--- src/rtl/dmtc_pkg.sv ---
// package: register map, field positions, reset values and timing counts for the timer block
package dmtc_pkg;
  // register byte addresses on the wishbone bus
  localparam logic [3:0] ADDR_MODE    = 4'h0;  // timer_mode_register
  localparam logic [3:0] ADDR_CTRL    = 4'h4;  // timer_control_register
  localparam logic [3:0] ADDR_LOW0    = 4'h8;
  localparam logic [3:0] ADDR_HIGH0   = 4'hC;
  // second bank selected by address bit 4
  localparam logic [4:0] ADDR_LOW1    = 5'h10;
  localparam logic [4:0] ADDR_HIGH1   = 5'h14;
  localparam logic [4:0] ADDR_STATUS  = 5'h18;
  localparam logic [4:0] ADDR_MASK    = 5'h1C;
  localparam int          ADDR_W      = 5;
  // control register fields
  localparam int          CTRL_RUN0   = 4;
  localparam int          CTRL_OVF0   = 5;
  localparam int          CTRL_RUN1   = 6;
  localparam int          CTRL_OVF1   = 7;
  // mode register fields (per timer nibble)
  localparam int          MODE_LOW    = 0;
  localparam int          MODE_HIGH   = 1;
  localparam int          MODE_CNT    = 2;
  localparam int          MODE_GATE   = 3;
  localparam int          NIB_W       = 4;
  // operating modes
  typedef enum logic [1:0] {
    DMTC_M_PRESC  = 2'b00,
    DMTC_M_WIDE   = 2'b01,
    DMTC_M_RELOAD = 2'b10,
    DMTC_M_SPLIT  = 2'b11
  } dmtc_mode_t;
  // reset values
  localparam logic [7:0]  RST_BYTE    = 8'h00;
  localparam logic [4:0]  RST_PRESC   = 5'h00;
  localparam logic [1:0]  RST_EVT     = 2'h0;
  // machine cycle timing
  localparam int          OSC_PER_MC  = 12;
  localparam logic [3:0]  MC_LAST     = 4'(OSC_PER_MC - 1);
  localparam logic [3:0]  MC_SAMPLE   = 4'h9;  // phase used as the count sample point
  localparam int          PRESC_DIV   = 32;
  localparam logic [4:0]  PRESC_LAST  = 5'(PRESC_DIV - 1);
endpackage

--- src/rtl/dmtc_phase_gen.sv ---
// machine-cycle phase counter: one tick per twelve clocks plus a sample strobe
`timescale 1ns/1ps
`default_nettype none
module dmtc_phase_gen (
  input  wire logic mclk,
  input  wire logic rstn,
  output logic      mcTick,
  output logic      sampleTick
);
  logic [3:0] phase;
  logic [3:0] next_phase;

  // wrap every twelve oscillator periods
  always_comb begin
    next_phase = (phase == dmtc_pkg::MC_LAST) ? 4'h0 : 4'(phase + 4'h1);
  end

  always_ff @(posedge mclk or negedge rstn) begin
    if (!rstn) begin
      phase <= 4'h0;
    end else begin
      phase <= next_phase;
    end
  end

  assign mcTick     = (phase == dmtc_pkg::MC_LAST);
  assign sampleTick = (phase == dmtc_pkg::MC_SAMPLE);
endmodule
`default_nettype wire

--- src/rtl/dmtc_edge_det.sv ---
// count-pin sampler: one sample per machine cycle, high then low gives a pulse
`timescale 1ns/1ps
`default_nettype none
module dmtc_edge_det (
  input  wire logic mclk,
  input  wire logic rstn,
  input  wire logic sampleTick,
  input  wire logic mcTick,
  input  wire logic pinIn,
  output logic      fallEvt
);
  logic curSample;
  logic pend;
  logic next_curSample;
  logic next_pend;

  // the edge is recognised after two samples; counted at the next cycle end
  always_comb begin
    next_curSample  = curSample;
    next_pend       = pend;
    if (sampleTick) begin
      // only the latest sample is kept; the new pin value is the second one
      next_curSample  = pinIn;
      next_pend       = curSample & ~pinIn;
    end else if (mcTick) begin
      next_pend = 1'b0;
    end
  end

  always_ff @(posedge mclk or negedge rstn) begin
    if (!rstn) begin
      curSample  <= 1'b0;
      pend       <= 1'b0;
    end else begin
      curSample  <= next_curSample;
      pend       <= next_pend;
    end
  end

  assign fallEvt = pend & mcTick;
endmodule
`default_nettype wire

--- src/rtl/dmtc_timer_top.sv ---
// two 16-bit timer/counters with four modes, wishbone registers and an interrupt
//
// Functional notes
// - timer function counts one per machine cycle of twelve clocks.
// - each timer picks internal cycles or its external count pin.
// - count pin sampled once per machine cycle; high then low counts.
// - edge recognition takes two machine cycles from the high sample.
// - mode 0 is an 8-bit counter behind a divide-by-32 prescaler.
// - mode 1 cascades high and low bytes into one 16-bit counter.
// - mode 2 is 8-bit, reloaded on every overflow.
// - mode 3 splits timer 0 in two; timer 1 in mode 3 stops.
// - with timer 0 in mode 3, timer 1 runs but raises no flag.
// - timer 1 overflow pulse always leaves for the baud generator.
// - a gate pin can gate internal or external source.
// - each timer starts and stops by its software run bit, and by its gate pin when gated.
// - overflow flag set on rollover to zero or to the reload value.
// - in reload mode the high byte is copied into the low byte.
// - gated timers count only while gate pin high and run bit set.
// - hardware sets overflow flags; reading the status register acknowledges the interrupt.
// - split mode high byte uses timer 1 run bit and timer 1 flag.
`timescale 1ns/1ps
`default_nettype none
module dmtc_timer_top (
  input  wire logic        mclk,
  input  wire logic        rstn,
  input  wire logic        wb_cyc_i,
  input  wire logic        wb_stb_i,
  input  wire logic        wb_we_i,
  input  wire logic [4:0]  wb_adr_i,
  input  wire logic [3:0]  wb_sel_i,
  input  wire logic [31:0] wb_dat_i,
  output logic      [31:0] wb_dat_o,
  output logic             wb_ack_o,
  input  wire logic        countInputZero,
  input  wire logic        countInputOne,
  input  wire logic        gateInputZero,
  input  wire logic        gateInputOne,
  output logic             baudPulse,
  output logic             irq
);
  ////////////////////////////////////////////////////////////////////////
  // shared strobes
  // one phase counter serves both timers so their machine cycles stay aligned
  logic mcTick;
  logic sampleTick;
  logic fallZero;
  logic fallOne;

  dmtc_phase_gen uPhase (
    .mclk       (mclk),
    .rstn       (rstn),
    .mcTick     (mcTick),
    .sampleTick (sampleTick)
  );

  dmtc_edge_det uEdgeZero (
    .mclk       (mclk),
    .rstn       (rstn),
    .sampleTick (sampleTick),
    .mcTick     (mcTick),
    .pinIn      (countInputZero),
    .fallEvt    (fallZero)
  );

  dmtc_edge_det uEdgeOne (
    .mclk       (mclk),
    .rstn       (rstn),
    .sampleTick (sampleTick),
    .mcTick     (mcTick),
    .pinIn      (countInputOne),
    .fallEvt    (fallOne)
  );

  ////////////////////////////////////////////////////////////////////////
  // register state
  logic [7:0]  timerModeRegister;
  logic [7:0]  timerControlRegister;
  logic [7:0]  lowByte  [2];
  logic [7:0]  highByte [2];
  logic [4:0]  presc    [2];
  logic [1:0]  status;
  logic [1:0]  mask;
  logic        ack;
  logic        baud;
  logic [31:0] rdData;

  // next values, built in the combinational blocks below
  logic [7:0]  next_timerModeRegister;
  logic [7:0]  next_timerControlRegister;
  logic [7:0]  next_lowByte  [2];
  logic [7:0]  next_highByte [2];
  logic [4:0]  next_presc    [2];
  logic [1:0]  next_status;
  logic [1:0]  next_mask;
  logic        next_ack;
  logic        next_baud;
  logic [31:0] next_rdData;

  // decoded bus access
  // only byte lane 0 carries register data; the other lanes are ignored
  logic        req;
  logic        wrReq;
  logic        rdReq;
  assign req   = wb_cyc_i & wb_stb_i & ~ack;
  assign wrReq = req & wb_we_i & wb_sel_i[0];
  assign rdReq = req & ~wb_we_i;

  // address match shared by every write decode below
  function automatic logic hit(input logic [4:0] adr, input logic [4:0] ref_adr);
    hit = (adr == ref_adr);
  endfunction

  ////////////////////////////////////////////////////////////////////////
  // count enables per timer
  logic [1:0] runBit;
  logic [1:0] gatePin;
  logic [1:0] srcTick;
  logic [1:0] enable;
  logic [1:0] mode [2];
  logic       splitZero;

  assign runBit[0]  = timerControlRegister[dmtc_pkg::CTRL_RUN0];
  assign runBit[1]  = timerControlRegister[dmtc_pkg::CTRL_RUN1];
  assign gatePin[0] = gateInputZero;
  assign gatePin[1] = gateInputOne;
  // counter function takes the edge pulse, timer function the machine tick
  assign srcTick[0] = timerModeRegister[dmtc_pkg::MODE_CNT] ? fallZero : mcTick;
  assign srcTick[1] = timerModeRegister[dmtc_pkg::NIB_W + dmtc_pkg::MODE_CNT]
                      ? fallOne : mcTick;
  // timer 0 split borrows the timer 1 run bit for its high byte
  assign splitZero  = (mode[0] == 2'(dmtc_pkg::DMTC_M_SPLIT));

  // the gate pin only matters while its gate bit is set
  genvar gi;
  generate
    for (gi = 0; gi < 2; gi++) begin : gEnable
      logic gated;
      assign mode[gi] = {timerModeRegister[gi*dmtc_pkg::NIB_W + dmtc_pkg::MODE_HIGH],
                         timerModeRegister[gi*dmtc_pkg::NIB_W + dmtc_pkg::MODE_LOW]};
      assign gated = timerModeRegister[gi*dmtc_pkg::NIB_W + dmtc_pkg::MODE_GATE];
      // run bit alone, or run bit with gate pin high
      assign enable[gi] = runBit[gi] & (~gated | gatePin[gi]) & srcTick[gi];
    end
  endgenerate

  ////////////////////////////////////////////////////////////////////////
  // counting, flags and register writes
  always_comb begin
    logic [1:0] ovf;
    logic       ovfHighZero;
    logic [8:0] sumLow;
    logic [8:0] sumHigh;
    ovf                       = 2'b00;
    ovfHighZero               = 1'b0;
    sumLow                    = 9'h000;
    sumHigh                   = 9'h000;
    next_timerModeRegister    = timerModeRegister;
    next_timerControlRegister = timerControlRegister;
    next_lowByte              = lowByte;
    next_highByte             = highByte;
    next_presc                = presc;
    next_status               = status;
    next_mask                 = mask;
    next_baud                 = 1'b0;

    // both timers can step in the same clock; sumLow and sumHigh are scratch values reused for each timer in turn
    for (int t = 0; t < 2; t++) begin
      if (enable[t] && !(t == 1 && mode[1] == 2'(dmtc_pkg::DMTC_M_SPLIT))) begin
        case (mode[t])
          2'(dmtc_pkg::DMTC_M_PRESC): begin
            // prescaler keeps its count across stops and byte writes
            next_presc[t] = 5'(presc[t] + 5'h01);
            if (presc[t] == dmtc_pkg::PRESC_LAST) begin
              sumHigh          = {1'b0, highByte[t]} + 9'h001;
              next_highByte[t] = sumHigh[7:0];
              ovf[t]           = sumHigh[8];
            end
          end
          2'(dmtc_pkg::DMTC_M_WIDE): begin
            sumLow          = {1'b0, lowByte[t]} + 9'h001;
            next_lowByte[t] = sumLow[7:0];
            if (sumLow[8]) begin
              sumHigh          = {1'b0, highByte[t]} + 9'h001;
              next_highByte[t] = sumHigh[7:0];
              ovf[t]           = sumHigh[8];
            end
          end
          2'(dmtc_pkg::DMTC_M_RELOAD): begin
            sumLow          = {1'b0, lowByte[t]} + 9'h001;
            next_lowByte[t] = sumLow[8] ? highByte[t] : sumLow[7:0];
            ovf[t]          = sumLow[8];
          end
          default: begin
            // split: low byte of timer 0 on timer 0 controls
            sumLow          = {1'b0, lowByte[t]} + 9'h001;
            next_lowByte[t] = sumLow[7:0];
            ovf[t]          = sumLow[8];
          end
        endcase
      end
    end

    // split high byte counts machine cycles on timer 1 run bit, ungated
    if (splitZero && runBit[1] && mcTick) begin
      sumHigh          = {1'b0, highByte[0]} + 9'h001;
      next_highByte[0] = sumHigh[7:0];
      ovfHighZero      = sumHigh[8];
    end

    // the baud pulse ignores the split silencing of the timer 1 flag
    next_baud = ovf[1];

    // register writes; hardware flag set below wins over software clear
    if (wrReq) begin
      if (hit(wb_adr_i, {1'b0, dmtc_pkg::ADDR_MODE})) begin
        next_timerModeRegister = wb_dat_i[7:0];
      end
      if (hit(wb_adr_i, {1'b0, dmtc_pkg::ADDR_CTRL})) begin
        next_timerControlRegister = wb_dat_i[7:0];
      end
      if (hit(wb_adr_i, {1'b0, dmtc_pkg::ADDR_LOW0}))  next_lowByte[0]  = wb_dat_i[7:0];
      if (hit(wb_adr_i, {1'b0, dmtc_pkg::ADDR_HIGH0})) next_highByte[0] = wb_dat_i[7:0];
      if (hit(wb_adr_i, dmtc_pkg::ADDR_LOW1))          next_lowByte[1]  = wb_dat_i[7:0];
      if (hit(wb_adr_i, dmtc_pkg::ADDR_HIGH1))         next_highByte[1] = wb_dat_i[7:0];
      if (hit(wb_adr_i, dmtc_pkg::ADDR_MASK))          next_mask        = wb_dat_i[1:0];
    end
    // status clears on read
    // an overflow in the same cycle sets it again below, so no event is lost
    if (rdReq && hit(wb_adr_i, dmtc_pkg::ADDR_STATUS)) begin
      next_status = 2'b00;
    end

    // overflow flags; timer 1 silenced while timer 0 split
    if (ovf[0]) begin
      next_timerControlRegister[dmtc_pkg::CTRL_OVF0] = 1'b1;
      next_status[0]                                  = 1'b1;
    end
    if ((ovf[1] && !splitZero) || ovfHighZero) begin
      next_timerControlRegister[dmtc_pkg::CTRL_OVF1] = 1'b1;
      next_status[1]                                  = 1'b1;
    end
  end

  ////////////////////////////////////////////////////////////////////////
  // bus answer: one wait state, ack lasts one cycle
  // unmapped addresses still ack and read zero, so software never hangs
  always_comb begin
    next_ack    = req;
    next_rdData = 32'h0000_0000;
    if (rdReq) begin
      case (wb_adr_i)
        {1'b0, dmtc_pkg::ADDR_MODE}:  next_rdData = {24'h000000, timerModeRegister};
        {1'b0, dmtc_pkg::ADDR_CTRL}:  next_rdData = {24'h000000, timerControlRegister};
        {1'b0, dmtc_pkg::ADDR_LOW0}:  next_rdData = {24'h000000, lowByte[0]};
        {1'b0, dmtc_pkg::ADDR_HIGH0}: next_rdData = {24'h000000, highByte[0]};
        dmtc_pkg::ADDR_LOW1:          next_rdData = {24'h000000, lowByte[1]};
        dmtc_pkg::ADDR_HIGH1:         next_rdData = {24'h000000, highByte[1]};
        dmtc_pkg::ADDR_STATUS:        next_rdData = {30'h00000000, status};
        dmtc_pkg::ADDR_MASK:          next_rdData = {30'h00000000, mask};
        default:                      next_rdData = 32'h0000_0000;
      endcase
    end
  end

  ////////////////////////////////////////////////////////////////////////
  // registers
  // every register resets to zero and the machine-cycle phase restarts with them
  always_ff @(posedge mclk or negedge rstn) begin
    if (!rstn) begin
      timerModeRegister    <= dmtc_pkg::RST_BYTE;
      timerControlRegister <= dmtc_pkg::RST_BYTE;
      lowByte              <= '{dmtc_pkg::RST_BYTE, dmtc_pkg::RST_BYTE};
      highByte             <= '{dmtc_pkg::RST_BYTE, dmtc_pkg::RST_BYTE};
      presc                <= '{dmtc_pkg::RST_PRESC, dmtc_pkg::RST_PRESC};
      status               <= dmtc_pkg::RST_EVT;
      mask                 <= dmtc_pkg::RST_EVT;
      ack                  <= 1'b0;
      baud                 <= 1'b0;
      rdData               <= 32'h0000_0000;
      irq                  <= 1'b0;
    end else begin
      timerModeRegister    <= next_timerModeRegister;
      timerControlRegister <= next_timerControlRegister;
      lowByte              <= next_lowByte;
      highByte             <= next_highByte;
      presc                <= next_presc;
      status               <= next_status;
      mask                 <= next_mask;
      ack                  <= next_ack;
      baud                 <= next_baud;
      rdData               <= next_rdData;
      irq                  <= |(next_status & next_mask);
    end
  end

  // outputs come straight from registers
  assign wb_ack_o  = ack;
  assign wb_dat_o  = rdData;
  assign baudPulse = baud;
endmodule
`default_nettype wire

--- config.mk ---
export PLATFORM = sky130hd
export DESIGN_NAME = dmtc_timer_top
export DESIGN_NICKNAME = d
export VERILOG_FILES = /design/src/rtl/dmtc_pkg.sv /design/src/rtl/dmtc_phase_gen.sv /design/src/rtl/dmtc_edge_det.sv /design/src/rtl/dmtc_timer_top.sv
export SDC_FILE = /design/constraint.sdc
export NUM_CORES = 1
export LEC_CHECK = 0
export ABC_AREA = 1
export BUFFER_PORTS_ARGS = -buffer_cell sky130_fd_sc_hd__buf_2
export CORE_MARGIN = 3
export CORE_UTILIZATION = 58
export DETAILED_ROUTE_END_ITERATION = 7
export GPL_TIMING_DRIVEN = 0
export PLACE_DENSITY = 0.81
export SYNTH_ARGS = -nofsm -noshare
export SYNTH_HDL_FRONTEND = slang
export SYNTH_SLANG_ARGS = --single-unit
export TNS_END_PERCENT = 10
--- constraint.sdc ---
create_clock -name mclk -period 2.04 [get_ports mclk]
set_clock_uncertainty 0.1 [all_clocks]
set_input_delay 0.51 -clock mclk [delete_from_list [all_inputs] [get_ports mclk]]
set_output_delay 0.51 -clock mclk [all_outputs]
set_load 0.005 [all_outputs]
# Word-level counts from Yosys, hierarchy flattened
# Index checks and enable logic that the tools add are counted.
# word_totals
output_inout_bits	35
reg_bits	105
wordCells	137
# op_classes
n_reduce_logical	23
n_mux	47
add_sub_neg	7
n_eq_ne	17
n_bitwise	22
# ops
op	count
$mux 8	18
$pmux 8 s2	4
$pmux 8 s8	1
$add 8x1->9 const B	4
$mux 16	2
$eq 5x5->1 const B	6
$mux 1	16
$and 1x1->1	13
$reduce_and 2->1	6
$add 5x1->5 const B	2
$eq 5x4->1 const B	2
$reduce_bool 2->1	5
$eq 2x2->1 const B	4
$eq 4x4->1 const B	2
$mux 2	3
$not 1->1	6
$eq 5x3->1 const B	1
$logic_and 1x1->1	5
$logic_not 5->1	1
$add 4x1->4 const B	1
$eq 2x1->1 const B	2
$logic_not 2->1	2
$mux 4	1
$pmux 1 s2	2
other kinds (5)	7

# Depth between registers and ports, before layout
# logic_depth
word_depth	11
depth_mapped	13
mapped_depth_nobuf	12

# Hierarchy
# A second synthesis with hierarchy kept.
# hier_totals
cells_unflattened	770
area_unflattened_um2	5595.4
# modules_own_cells
mod	cells_each	seq_area_each_um2	area_per_inst_um2	n_inst
dmtc_timer_top	719	1826.8	5205.0	1
dmtc_phase_gen	27	100.1	210.2	1
dmtc_edge_det	12	50.0	90.1	2

# Least setup slack after synthesis
# OpenSTA, ideal clock, no wires.
# synth_timing
kind	register -> register
startpoint	register presc[0] (netlist name)
endpoint	register irq
path_slack_ns	0.169
stages_incl_launch_ff	14
required_time_ns	1.875
setup_time_ns	0.065
path_buffers	1
t_arrival_ns	1.706
path_cell_list	dfrtp_1 > ha_1 > inv_1 > nor2_1 > ha_1 > buf_2 > clkinv_1 > nand2_1 > nand2_1 > o21ai_0 > nand3_1 > nand3_1 > nand2_1 > nand2_1
# synth_between
elab_chain_cells	9
# synth_lines
item	line_no	text
start: declaration	dmtc_timer_top.sv:80	logic [4:0] presc [2];
start signal: assignment	dmtc_timer_top.sv:274	presc <= '{dmtc_pkg::RST_PRESC, dmtc_pkg::RST_PRESC};
start signal: assignment	dmtc_timer_top.sv:286	presc <= next_presc;
$eq 5x5->1	dmtc_timer_top.sv:173	if (presc[t] == dmtc_pkg::PRESC_LAST) begin
$mux 1	dmtc_timer_top.sv:173	
$pmux 1 s2	dmtc_timer_top.sv:169	case (mode[t])
$mux 1	dmtc_timer_top.sv:168	if (enable[t] && !(t == 1 && mode[1] == 2'(dmtc_pkg::DMTC_M_SPLIT))) begin
$logic_and 1x1->1	dmtc_timer_top.sv:238	if ((ovf[1] && !splitZero) || ovfHighZero) begin
$logic_or 1x1->1	dmtc_timer_top.sv:238	
$mux 1	dmtc_timer_top.sv:238	
named net next_status[1]	dmtc_timer_top.sv:93	logic [1:0] next_status;
$and 2x2->2	dmtc_timer_top.sv:292	irq <= |(next_status & next_mask);
$reduce_or 2->1	dmtc_timer_top.sv:292	
end signal: assignment	dmtc_timer_top.sv:292	
end: declaration	dmtc_timer_top.sv:39	output logic irq
# The timed path passes the listed nets, and every way through them passes these cells.
# A chain may end at the register's enable or synchronous reset.

==> results.cfg <==
[finish]
fin_util_pct = 70.5
design_area_um2 = 6330
n_antenna_cell = 0
area_growth_syn_to_layout_pct = 15.2
drive_gt1_share_pct = 18.0
fillerInstances = 759
finalNetCount = 910

[placement]
port_buffers = 33
place.gp.congestion = 0.999
place_area_um2 = 5930
dp_hpwl_um = 11400

[logic_synthesis]
syn_avg_cell_area_um2 = 7.11
synth_warnings = 0
ys_seq_area_share_pct = 36.9
ys_ff_latch = 81
netlist_area_um2 = 5490
synthCells = 772
ys_types = 42

[setup_path]
path_common_cell = nor2_1
criticalPathCategory = flop to flop
crit_end = lowByte[5]
worst-path-buf-inv = 0
worstPathArrival_ns = 2.15
reg2reg_from = uPhase.phase[0]
r2r-end = lowByte[5]
reg2reg_slack_ns = 0.08
r2r_cells = 9
end_kind = flop
crit_fanout = 8
cp_slowest_cell = dfrtp_1
crit_required_ns = 2.24
cp_top_family = simple AND/OR/NAND/NOR gates
crit_start = uPhase.phase[0]
cp_num_cells = 9
cp-start-kind = flop
crit_chain = ha_2, nand3_4, nor2_2, nand2_2, nor2_1, nand2_1, nor2_1, nor2_1, a21oi_1
max_stage_delay_ns = 0.39

[timing]
max_slew.worst_pin.slew_ns = 0.688
hold_viol_final = 0
setup_tns_ns = 0
rsz0062_at_grt = true
finalCriticalPeriod_ns = 1.96
relSlewSlack_pct = 53.7
period_share_pct = 96.0
finalMaxSlewViolations = 0
max_freq_mhz = 511
final-setup-viol-count = 0
fin_hold_ws_ns = 0.286

[grt]
grt_usage_pct = 29.8
grt_pass1_vias = 4994
grt_max_degree = 59
overflow = 0
grt_pass1_wl_um = 24700
antenna_found_initial = 0

[clocking]
root_buffer = clkbuf_8
max-clock-path-buffers = 2
numCtsBuffers = 9
clock_sinks = 81
clock_latency_ns = 0.37
cts_tree = done
clkTransAtPathRegs_ns = 0.09
cts_max_level = 3

[floorplanning]
die-area_um2 = 10700
die_w_um = 103
io_pins = 85
die_h_um = 103
core_area_um2 = 8980
rows = 34
initial_core_util_pct = 61.2

[route]
vias = 5528
drtPass1Iterations = 5
wire_per_inst_um = 15.8
drc = 0
final_antenna_net_count = 0
finalWirelength_um = 15500
drt_iter0_drc = 531
vias_per_cell = 5.64

[power]
leakage_nw = 3.18
vdd_drop_max_mv = 0.383
powerDensity_nw_per_um2 = 652

[status]
outcome = complete, no violations

[min_path]
min_path_type = input port to flop

[run]
cap_viol_max_count = 0
[kinds of logic after synthesis]
group / count (synthesis) / share of synthesized area (%)
fa+ha+maj: 10 / 2.28
flops: 81 / 36.9
mux: 5 / 1.09
xor+xnor: 17 / 2.71
simple gates: 371 / 29.8
buf+inv: 139 / 12.3
compound gates: 148 / 14.8
other cells: 1 / 0.0683
[layout by cell type, fill, tap and decap left out, types with 4 or more instances in the layout]
master,netlist,routed
nand2_1,181,178
nor2_1,101,97
inv_1,93,93
dfrtp_1,81,76
a21oi_1,63,63
nand3_1,50,47
buf_2,7,37
buf_4,28,36
o21ai_0,37,34
o22ai_1,26,26
conb_1,1,24
xor2_1,11,11
o21ai_1,8,10
clkbuf_8,0,10
nor3_1,8,8
nand3_2,6,7
nor2_2,2,6
buf_6,4,6
nand2_2,4,6
nor2_4,5,6
xnor2_1,6,6
a22oi_1,6,6
ha_1,10,6
dfrtp_2,0,5
nand3_4,2,4
inv_2,4,4
or2_1,4,4
mux2_2,4,4
ha_2,0,4
[routing by layer]
metal | global-route usage [%] | share of wire, %
met1 | 42.3 | 41
met2 | 46.9 | 45
met3 | 5.43 | 11
met4 | 8.76 | 2.9
met5 | 0 | 0
[final cells by class]
type	instances	area [um^2]	share of cell area, %
multi-input combinational	576	2960	46.8
sequential	81	2030	32.1
inverter	99	383	6.05
buffer	40	318	5.02
timing repair buffer	43	265	4.19
tap	126	158	2.49
clock buffer	10	138	2.17
clock inverter	6	75.1	1.19
[worst register-to-register path, delay by kind of cell, from the launching register on]
kind / cells / cell delay (ns)
and+or+nand+nor: 7 / 1.06
DFF: 1 / 0.39
adders and majority gates: 1 / 0.23
AOI/OAI and AO/OA: 1 / 0.11
[metrics by stage]
stage / instances / power (W) / setup slack (ns)
finish: 981 / 0.00413 / 0.0820
global route: 981 / 0.00436 / -0.0559
global placement: 954 / 0.00276 / -0.438
detailed placement: 955 / 0.00280 / -0.545
floorplan: 795 / 0.00254 / 0.169
CTS: 972 / 0.00407 / -0.0440
[timing repair]
item                       in CTS  in global routing
setup endpoints to repair      19                 37
setup buffers                   0                  8
hold buffers                    1                  0
gates resized for setup        10                 26
hold endpoints to repair       23                  0
cloned                          0                  1
pin swaps                       0                  6
[how the worst min path moves through the flow]
stage	start	endpoint	slack (ns)	depth (start not counted)
2_1_floorplan	rstn	baudPulse	0.11	0
3_3_place_gp	presc[8]	presc[8]	0.36	1
3_5_place_dp	rstn	uEdgeOne.pend	0.34	1
4_1_cts	countInputOne	uEdgeOne.curSample	0.29	3
5_1_grt	countInputOne	uEdgeOne.curSample	0.31	3
6_report	countInputOne	uEdgeOne.curSample	0.29	3
[synthesized netlist by cell type (all sizes together)]
library cell / count / area (um^2)
o2111ai: 1 / 8.76
o211ai: 2 / 15.0
a32o: 2 / 20.0
or2: 5 / 31.3
a31oi: 1 / 6.26
buf: 40 / 305
o22ai: 26 / 163
and2: 1 / 6.26
a22oi: 6 / 45.0
nand3b: 1 / 7.51
o21ai: 46 / 234
conb: 1 / 3.75
nand3: 58 / 345
xnor2: 6 / 52.6
ha: 10 / 125
nand2: 186 / 716
dfrtp: 81 / 2030
a21boi: 1 / 7.51
nor2: 109 / 468
a21oi: 63 / 315
nor3: 9 / 50.1
nand4: 2 / 12.5
inv: 97 / 364
clkinv: 2 / 7.51
mux2: 5 / 60.1
xor2: 11 / 96.3
[state kept, by name, summed over array words and instances (netlist names), 2 cells and up]
| signal | flops |
|---|---|
| uPhase.phase | 4 |
| status | 2 |
| presc | 10 |
| highByte | 16 |
| timerModeRegister | 8 |
| timerControlRegister | 8 |
| lowByte | 16 |
| wb_dat_o | 8 |
| mask | 2 |
[where the power goes]
part	leakage, nW	internal [W]	switching [W]
Clock	0.105	0.000616	0.000659
Sequential	1.01	0.00179	0.000196
Combinational	2.06	0.000361	0.000505
Total	3.18	0.00277	0.00136
Power figures use the tool's default switching activity.
